[src/rasc_pkg.sv]
package rasc_pkg;
   // Register port geometry
   localparam int unsigned ADDR_W = 6;
   localparam int unsigned DATA_W = 8;
   localparam int unsigned WORD_W = 24;
   localparam int unsigned SPACING_W = 16;

   // Register offsets
   localparam logic [5:0] NODE_ID_FILTER_OFS = 6'h09;
   localparam logic [5:0] HOP_INDEX_OFS = 6'h0a;
   localparam logic [5:0] SYNTH_CONTROL_IF_OFS = 6'h0b;
   localparam logic [5:0] SYNTH_CONTROL_OFFSET_OFS = 6'h0c;
   localparam logic [5:0] BASE_WORD_HIGH_OFS = 6'h0d;
   localparam logic [5:0] BASE_WORD_MID_OFS = 6'h0e;
   localparam logic [5:0] BASE_WORD_LOW_OFS = 6'h0f;

   // Reset values
   localparam logic [7:0] NODE_ID_RST = 8'h00;
   localparam logic [7:0] HOP_INDEX_RST = 8'h00;
   localparam logic [4:0] IF_WORD_RST = 5'h0f;
   localparam logic [7:0] OFFSET_RST = 8'h00;
   localparam logic [5:0] BASE_HIGH_RST = 6'h1e;
   localparam logic [7:0] BASE_MID_RST = 8'hc4;
   localparam logic [7:0] BASE_LOW_RST = 8'hec;

   // Field widths of partly writable registers
   localparam int unsigned IF_W = 5;
   localparam int unsigned BASE_HIGH_W = 6;

   // Scaling into base-word steps (fxosc/2^16)
   localparam int unsigned OFFSET_SHIFT = 2;  // 2^16 / 2^14
   localparam int unsigned IF_SHIFT = 6;      // 2^16 / 2^10

   // Broadcast addresses
   localparam logic [7:0] BCAST_ZERO = 8'h00;
   localparam logic [7:0] BCAST_ONES = 8'hff;

   // Address-check modes
   typedef enum logic [1:0] {
      CHECK_OFF = 2'h0,
      CHECK_NO_BCAST = 2'h1,
      CHECK_BCAST_ZERO = 2'h2,
      CHECK_BCAST_BOTH = 2'h3
   } rasc_check_mode_t;
endpackage

[src/rasc_config.sv]
`timescale 1ns/1ps
//////////////////////////////////////////////////////////////////////////////
// Behaviour
// - Hold 8-bit node identifier; packet filter compares it; 0x00/0xFF optional broadcast.
// - Unsigned hop index times channel spacing is added to the base word.
// - In receive, subtract IF word from base; IF word drives the mixer.
// - Signed 8-bit tuning offset is added to base word, step fxosc/2^14.
// - Calibration strobe or frequency compensation adds carrier error into tuning offset.
// - Base word bits 23:22 read zero and cannot be written.
// - Base word steps fxosc/2^16; high register bits 5:0 give word bits 21:16.
// - Middle and low registers give word bits 15:8 and 7:0, both read/write.
// - Two-bit check mode: off, no broadcast, accept 0x00, accept 0x00 and 0xFF.
module rasc_config (
   input wire logic clock,                        // 100 MHz core clock
   input wire logic resetn,                       // Synchronous reset, active low
   input wire logic clk_en,                       // Freezes all state when low
   input wire logic reg_wr_en,                    // Register write strobe
   input wire logic reg_rd_en,                    // Register read strobe
   input wire logic [5:0] reg_addr,               // Register offset
   input wire logic [7:0] reg_wdata,              // Write data
   output logic [7:0] reg_rdata,                  // Read data, held until next read
   input wire logic rx_mode,                      // Receiver active
   input wire logic [15:0] channel_spacing,       // Spacing in base-word steps
   input wire logic [7:0] carrier_error_estimate, // Signed carrier error
   input wire logic offset_calibrate_strobe,      // One-cycle calibration command
   input wire logic afc_update,                   // One-cycle compensation event
   input wire logic [1:0] filter_check_mode,      // Address-check mode
   input wire logic [7:0] pkt_addr,               // Received packet address
   input wire logic pkt_addr_valid,               // Packet address present
   output logic addr_accept,                      // Packet passes the filter
   output logic addr_result_valid,                // One-cycle result strobe
   output logic [23:0] synth_synth_base_word_word,           // Composed synthesizer word
   output logic [4:0] intermediate_tone_word      // Mixer steering word
);
   //////////////////////////////////////////////////////////////////////////
   // Register state
   logic [7:0] node_id_q, node_id_d;
   logic [7:0] hop_index_q, hop_index_d;
   logic [4:0] if_word_q, if_word_d;
   logic [7:0] tuning_offset_q, tuning_offset_d;
   logic [5:0] base_high_q, base_high_d;
   logic [7:0] base_mid_q, base_mid_d;
   logic [7:0] base_low_q, base_low_d;
   logic [7:0] rdata_q, rdata_d;
   logic wr;
   logic add_err;

   assign wr = reg_wr_en & clk_en;
   assign add_err = offset_calibrate_strobe | afc_update;

   // Next register values; upper bits of partial registers are dropped
   always_comb begin
      node_id_d = node_id_q;
      hop_index_d = hop_index_q;
      if_word_d = if_word_q;
      tuning_offset_d = tuning_offset_q;
      base_high_d = base_high_q;
      base_mid_d = base_mid_q;
      base_low_d = base_low_q;
      if (wr) begin
         case (reg_addr)
            rasc_pkg::NODE_ID_FILTER_OFS: node_id_d = reg_wdata;
            rasc_pkg::HOP_INDEX_OFS: hop_index_d = reg_wdata;
            rasc_pkg::SYNTH_CONTROL_IF_OFS: if_word_d = reg_wdata[rasc_pkg::IF_W-1:0];
            rasc_pkg::SYNTH_CONTROL_OFFSET_OFS: tuning_offset_d = reg_wdata;
            rasc_pkg::BASE_WORD_HIGH_OFS: base_high_d = reg_wdata[rasc_pkg::BASE_HIGH_W-1:0];
            rasc_pkg::BASE_WORD_MID_OFS: base_mid_d = reg_wdata;
            rasc_pkg::BASE_WORD_LOW_OFS: base_low_d = reg_wdata;
            default: ;
         endcase
      end
      // Error accumulates onto a same-cycle write so no event is lost
      if (add_err) begin
         tuning_offset_d = tuning_offset_d + carrier_error_estimate;
      end
   end

   // Read mux; reserved and unmapped bits read as zero
   always_comb begin
      rdata_d = rdata_q;
      if (reg_rd_en) begin
         case (reg_addr)
            rasc_pkg::NODE_ID_FILTER_OFS: rdata_d = node_id_q;
            rasc_pkg::HOP_INDEX_OFS: rdata_d = hop_index_q;
            rasc_pkg::SYNTH_CONTROL_IF_OFS: rdata_d = {3'h0, if_word_q};
            rasc_pkg::SYNTH_CONTROL_OFFSET_OFS: rdata_d = tuning_offset_q;
            rasc_pkg::BASE_WORD_HIGH_OFS: rdata_d = {2'h0, base_high_q};
            rasc_pkg::BASE_WORD_MID_OFS: rdata_d = base_mid_q;
            rasc_pkg::BASE_WORD_LOW_OFS: rdata_d = base_low_q;
            default: rdata_d = 8'h00;
         endcase
      end
   end

   // Register bank
   always_ff @(posedge clock) begin
      if (!resetn) begin
         node_id_q <= rasc_pkg::NODE_ID_RST;
         hop_index_q <= rasc_pkg::HOP_INDEX_RST;
         if_word_q <= rasc_pkg::IF_WORD_RST;
         tuning_offset_q <= rasc_pkg::OFFSET_RST;
         base_high_q <= rasc_pkg::BASE_HIGH_RST;
         base_mid_q <= rasc_pkg::BASE_MID_RST;
         base_low_q <= rasc_pkg::BASE_LOW_RST;
         rdata_q <= 8'h00;
      end else if (clk_en) begin
         node_id_q <= node_id_d;
         hop_index_q <= hop_index_d;
         if_word_q <= if_word_d;
         tuning_offset_q <= tuning_offset_d;
         base_high_q <= base_high_d;
         base_mid_q <= base_mid_d;
         base_low_q <= base_low_d;
         rdata_q <= rdata_d;
      end
   end

   assign reg_rdata = rdata_q;

   //////////////////////////////////////////////////////////////////////////
   // Frequency composition, one cycle behind the registers
   logic [23:0] base_word;
   logic [23:0] hop_term;
   logic [23:0] offset_term;
   logic [23:0] if_term;
   logic [23:0] synth_base_word_q, synth_base_word_d;
   logic [4:0] tone_q, tone_d;

   assign base_word = {2'h0, base_high_q, base_mid_q, base_low_q};
   // Both factors widened first so the product keeps all 24 bits
   assign hop_term = 24'(hop_index_q) * 24'(channel_spacing);
   // Sign-extend before scaling so negative offsets pull the word down
   assign offset_term = 24'($signed(tuning_offset_q)) << rasc_pkg::OFFSET_SHIFT;
   assign if_term = 24'(if_word_q) << rasc_pkg::IF_SHIFT;

   // Word wraps modulo 2^24; software keeps settings in range
   always_comb begin
      synth_base_word_d = base_word + hop_term + offset_term;
      if (rx_mode) begin
         synth_base_word_d = synth_base_word_d - if_term;
      end
      tone_d = if_word_q;
   end

   always_ff @(posedge clock) begin
      if (!resetn) begin
         synth_base_word_q <= 24'h000000;
         tone_q <= 5'h00;
      end else if (clk_en) begin
         synth_base_word_q <= synth_base_word_d;
         tone_q <= tone_d;
      end
   end

   assign synth_synth_base_word_word = synth_base_word_q;
   assign intermediate_tone_word = tone_q;

   //////////////////////////////////////////////////////////////////////////
   // Packet address filter
   logic accept_q, accept_d;
   logic avalid_q, avalid_d;
   logic id_hit;

   assign id_hit = (pkt_addr == node_id_q);

   always_comb begin
      avalid_d = pkt_addr_valid;
      case (rasc_pkg::rasc_check_mode_t'(filter_check_mode))
         rasc_pkg::CHECK_OFF: accept_d = 1'b1;
         rasc_pkg::CHECK_NO_BCAST: accept_d = id_hit;
         rasc_pkg::CHECK_BCAST_ZERO: accept_d = id_hit | (pkt_addr == rasc_pkg::BCAST_ZERO);
         rasc_pkg::CHECK_BCAST_BOTH: accept_d = id_hit | (pkt_addr == rasc_pkg::BCAST_ZERO)
                                                | (pkt_addr == rasc_pkg::BCAST_ONES);
         default: accept_d = 1'b0;
      endcase
      if (!pkt_addr_valid) begin
         accept_d = accept_q;
      end
   end

   always_ff @(posedge clock) begin
      if (!resetn) begin
         accept_q <= 1'b0;
         avalid_q <= 1'b0;
      end else if (clk_en) begin
         accept_q <= accept_d;
         avalid_q <= avalid_d;
      end
   end

   assign addr_accept = accept_q;
   assign addr_result_valid = avalid_q;

   //////////////////////////////////////////////////////////////////////////
   // Checks
   node_write_a: assert property (@(posedge clock) disable iff (!resetn)
      wr && reg_addr == rasc_pkg::NODE_ID_FILTER_OFS |=> node_id_q == $past(reg_wdata))
      else $error("node id not written");
   // Word checks skip the release edge, where the word flop was still cleared
   hop_compose_a: assert property (@(posedge clock) disable iff (!resetn)
      resetn && clk_en && !rx_mode
      |=> synth_base_word_q == $past(base_word + offset_term)
                    + 24'($past(hop_index_q)) * 24'($past(channel_spacing)))
      else $error("hop term not added");
   rx_if_sub_a: assert property (@(posedge clock) disable iff (!resetn)
      resetn && clk_en && rx_mode
      |=> synth_base_word_q == $past(base_word + hop_term + offset_term)
                    - 24'($past(if_word_q)) * (24'h1 << rasc_pkg::IF_SHIFT))
      else $error("receive word lacks IF subtraction");
   offset_add_a: assert property (@(posedge clock) disable iff (!resetn)
      resetn && clk_en && !rx_mode
      |=> synth_base_word_q == $past(base_word + hop_term)
                    + 24'($signed($past(tuning_offset_q))) * (24'h1 << rasc_pkg::OFFSET_SHIFT))
      else $error("transmit word wrong");
   cal_accum_a: assert property (@(posedge clock) disable iff (!resetn)
      clk_en && (offset_calibrate_strobe || afc_update) && !reg_wr_en
      |=> tuning_offset_q == 8'($past(tuning_offset_q) + $past(carrier_error_estimate)))
      else $error("calibration not accumulated");
   high_bits_zero_a: assert property (@(posedge clock) disable iff (!resetn)
      clk_en && reg_rd_en && reg_addr == rasc_pkg::BASE_WORD_HIGH_OFS
      |=> reg_rdata[7:6] == 2'h0)
      else $error("base word top bits not zero");
   base_word_map_a: assert property (@(posedge clock) disable iff (!resetn)
      wr && reg_addr == rasc_pkg::BASE_WORD_MID_OFS |=> base_word[15:8] == $past(reg_wdata))
      else $error("middle byte not mapped");
   bcast_mode_a: assert property (@(posedge clock) disable iff (!resetn)
      clk_en && pkt_addr_valid && filter_check_mode == rasc_pkg::CHECK_NO_BCAST
      && pkt_addr != node_id_q
      |=> !addr_accept && addr_result_valid)
      else $error("foreign address accepted");
   reserved_if_a: assert property (@(posedge clock) disable iff (!resetn)
      clk_en && reg_rd_en && reg_addr == rasc_pkg::SYNTH_CONTROL_IF_OFS
      |=> reg_rdata[7:5] == 3'h0)
      else $error("reserved bits not zero");
endmodule

[config.mk]
export PLATFORM = sky130hd
export DESIGN_NAME = rasc_config
export DESIGN_NICKNAME = d
export VERILOG_FILES = /design/src/rasc_pkg.sv /design/src/rasc_config.sv
export SDC_FILE = /design/constraint.sdc
export NUM_CORES = 1
export LEC_CHECK = 0
export BUFFER_PORTS_ARGS = -buffer_cell sky130_fd_sc_hd__buf_2
export CORE_MARGIN = 4
export CORE_UTILIZATION = 55
export CTS_BUF_LIST = sky130_fd_sc_hd__clkbuf_8 sky130_fd_sc_hd__clkbuf_16
export DETAILED_ROUTE_END_ITERATION = 7
export PLACE_DENSITY = 0.75
export SYNTH_ARGS = -nofsm -noshare
export SYNTH_HDL_FRONTEND = slang
export SYNTH_SLANG_ARGS = --single-unit
[constraint.sdc]
create_clock -name clock -period 19.45 [get_ports clock]
set_input_delay 0.9725 -clock clock [delete_from_list [all_inputs] [get_ports clock]]
set_output_delay 0.9725 -clock clock [all_outputs]
set_load 0.01 [all_outputs]
==> results list <==
- Run status: finished, final reports clean
- In the global route stage, met3 resource usage came out at 0.04387.
- In this run, distinct cell masters in the synthesized netlist total 71.
- Routed length per instance: about 18 µm
- After routing the design area is around 0.011 mm².
- Worst slew margin: 0.4109
* Post-route worst setup slack: 12630 ps
- Largest fanout on the critical path: 18
- Leaving out fill and tap cells, the most frequent cells in the layout are inv_1 (189), fa_1 (127), nand2_1 (109), buf_2 (95), dfxtp_1 (90).
- In this run, the number of DRC markers left after iteration 0 of detailed routing was 899.
- After detailed routing, the number of remaining DRC violations is 0.
* DRT antenna net count: 0
- Overall fraction of global-route tracks in use: 0.2646
- The number of clock buffers added by TritonCTS is 9.
- For the finished layout, the period the worst path requires is 6818 ps.
- The final number of max-transition violations was 0.
- Initial cell density of the core: 0.5576
- Number of warning messages in the yosys log: 0
- Number of antenna violations at the first check in global routing: 0
* H-Tree Depth: 3
* Category of the worst setup path capture point: register
* Share of flip-flops with an asynchronous set or reset: 0
- Standard-cell row count: 49
- Max Buffers Root-to-Sink: 2
- Growth of design area from synthesis to finish: 9.130%
- Port buffering added 95 buffers.
- Max-capacitance violation count: 0
- Layout cells sized above 1: 0.1156
- Number of global-route vias before repair: 8268
- Placed wire-length estimate after detailed placement: between 20 and 25 mm
- After detailed routing, the number of vias per cell comes to 5.675.
* Final nets: 1464
* Cell area after synthesis: about 0.01 mm²
- Actual slew at the worst max-slew pin: 880.4 ps
- Synthesis produced around 1200 cells.
- Hold-fix buffers, CTS: 0
* Area taken by flip-flops and latches: roughly 0.0018 mm²
- Setup repair after global routing left no endpoint under its margin.
* Worst skew pair latency: 350 ps
* Ports placed on the boundary: 96
- Routed wire length: 25.73 mm
- After synthesis, the mean cell area works out to 8.643 µm².
* Total power divided by cell area: between 50 and 60 mW/mm²
- Cts repair resizes: 0
- CP startpoint kind: register
- Routing usage on met1: 0.3756
* Pin count of the biggest net entering global routing: 66
- The multi-input combinational cells in the finished layout cover a total of 0.007327 mm².
- Based on the critical path, the design can be clocked at up to around 150 MHz.
- Post-layout utilization of the core: 0.6086
* Data required time of the critical path: 19650 ps
- The layout has 1604 filler cells.
* Most common flop cell mapped by yosys: dfxtp_1
* Chip Width: ~140 µm
- At the placement stage, the worst setup path has a slack of approximately 12000 ps.
- Peak-usage layer in the global routing report: met2
- Wire length of the first global-routing pass: 42.97 mm
* Last weighted congestion value of the routability-driven placer: about 0.94
- The synthesized design contains 0 enable-type register cells.
- The core region is between 0.015 and 0.02 mm².
- Worst-case clock skew: ~8.8 ps
- CTS tree: yes
* Final total negative setup slack: 0 ps
- In the finished design, the share of the clock period the worst path needs comes to 0.3505.
- Setup violations remaining at the end of the flow were counted as 0.
- In this run the cell area measured after placement is 0.01062 mm².
- The root buffer cell chosen for the clock tree is clkbuf_16.
- By startpoint and endpoint, the worst setup path is classified as register to register.
- Hold Path Class: register to register
- # diodes: 0
- The number of nets handed over by synthesis was 1400.
- Chip height: 143.0 µm
- The die covers 0.02044 mm².
* IR Drop Worst-Case VDD: 0.04621 mV
- Clock sinks: 90
- The number of setup buffers added after CTS is 0.
* Number of storage elements in the synthesis netlist: 90
- The detailed router placed roughly 8300 vias in this run.
* Met2 demand-to-capacity share in global routing: 0.4275
* Hold violation count in the final report: 0
- At the worst endpoint, the arrival time is 7020 ps.
* Portion of the post-synthesis area used by sequential elements: 0.1799
- Number of iterations in the first detailed-routing pass: 6
- Leaving out fill and tap cells, the most frequent cell in the layout is inv_1.
* Leakage dissipation: about 5.5 nW
* Aggregate global routing overflow: 0
* Clock slew seen by the registers of the worst setup and hold paths: 70 ps
## sequential cells by signal, summed over array words and instances, names as in the netlist
name	flops
synth_synth_base_word_word	24
base_low_q	8
base_mid_q	8
hop_index_q	8
node_id_q	8
reg_rdata	8
tuning_offset_q	8
base_high_q	6
if_word_q	5
intermediate_tone_word	5
addr_accept	1
addr_result_valid	1
## cells by family after synthesis
kind of cell               count (synthesis)  synth area share
AOI/OAI and AO/OA                        197            0.1443
xor gates and xnor gates                  38           0.03397
adders and majority gates                184            0.3250
DFF                                       90            0.1799
and+or+nand+nor                          373            0.1854
buffers and inverters                    235           0.08868
muxes                                     42           0.04284
## area by class of cell
type | count | share of cell area
clock buffers | 9 | 0.02060
clock inverters | 7 | 0.007669
inverters | 191 | 0.06558
multi-input cells | 834 | 0.6703
flip-flops and latches | 90 | 0.1648
well taps | 229 | 0.02621
repair buffers | 97 | 0.04487
## routing by layer
| metal | wire (µm) | vias to the layer above |
|---|---|---|
| li1 | - | 3932 |
| met1 | 11300 | 3995 |
| met2 | 12260 | 304 |
| met3 | 1713 | 37 |
| met4 | 457 | 0 |
| met5 | 0 | - |
## cells in the mapped netlist (21+ instances only)
cell        n  area [µm²]
inv_1     189       709.4
dfxtp_1    90        1802
a22oi_1    23       172.7
ha_1       57       713.2
nor2_1     85       319.1
nand3_1    25       125.1
fa_1      127        2542
xnor2_1    21       183.9
and2_1     89       556.8
a21oi_1    47       235.2
clkbuf_1   35       131.4
o21ai_0    28       140.1
nand2_1   109       409.1
mux2i_1    35       350.3
## per-stage QoR
stage	hold slack, ps	std cells	total power, mW
finish	476.0	1457	0.5878
global route	499.7	1457	0.6233
CTS	474.8	1457	0.5902
detailed placement	467.5	1441	0.4078
global placement	458.2	1441	0.4048
floorplan	448.7	1159	0.3485
## critical path, stage by stage, from the launching register on
cell	delay, ps
dfxtp_1	740
nand2_1	170
fa_1	540
fa_1	550
inv_1	80
fa_1	530
fa_1	550
inv_1	50
fa_1	550
inv_1	60
ha_1	380
a21o_1	200
a21oi_1	230
nand2_1	150
xor2_1	230
ha_1	290
a21boi_0	150
o21ai_0	360
o2111ai_4	260
nor3_4	310
and4_1	240
o32ai_2	70
## worst paths after layout
path | startpoint | to | slack [ps] | depth (start not counted)
max | hop_index_q[7] | synth_synth_base_word_word[23] | 12630 | 21
min | base_mid_q[3] | base_mid_q[3] | 480 | 2
max reg2reg | hop_index_q[7] | synth_synth_base_word_word[23] | 12630 | 21
min reg2reg | base_mid_q[3] | base_mid_q[3] | 480 | 2
## where the power goes
| group | internal (mW) | leakage, nW | total [mW] | switching, mW |
|---|---|---|---|---|
| clock | 0.102 | 0.149 | 0.182 | 0.0802 |
| sequential | 0.193 | 0.734 | 0.199 | 0.00639 |
| combinational | 0.0796 | 4.60 | 0.207 | 0.127 |
| total | 0.374 | 5.48 | 0.588 | 0.213 |
(Power assumes the default switching activity.)
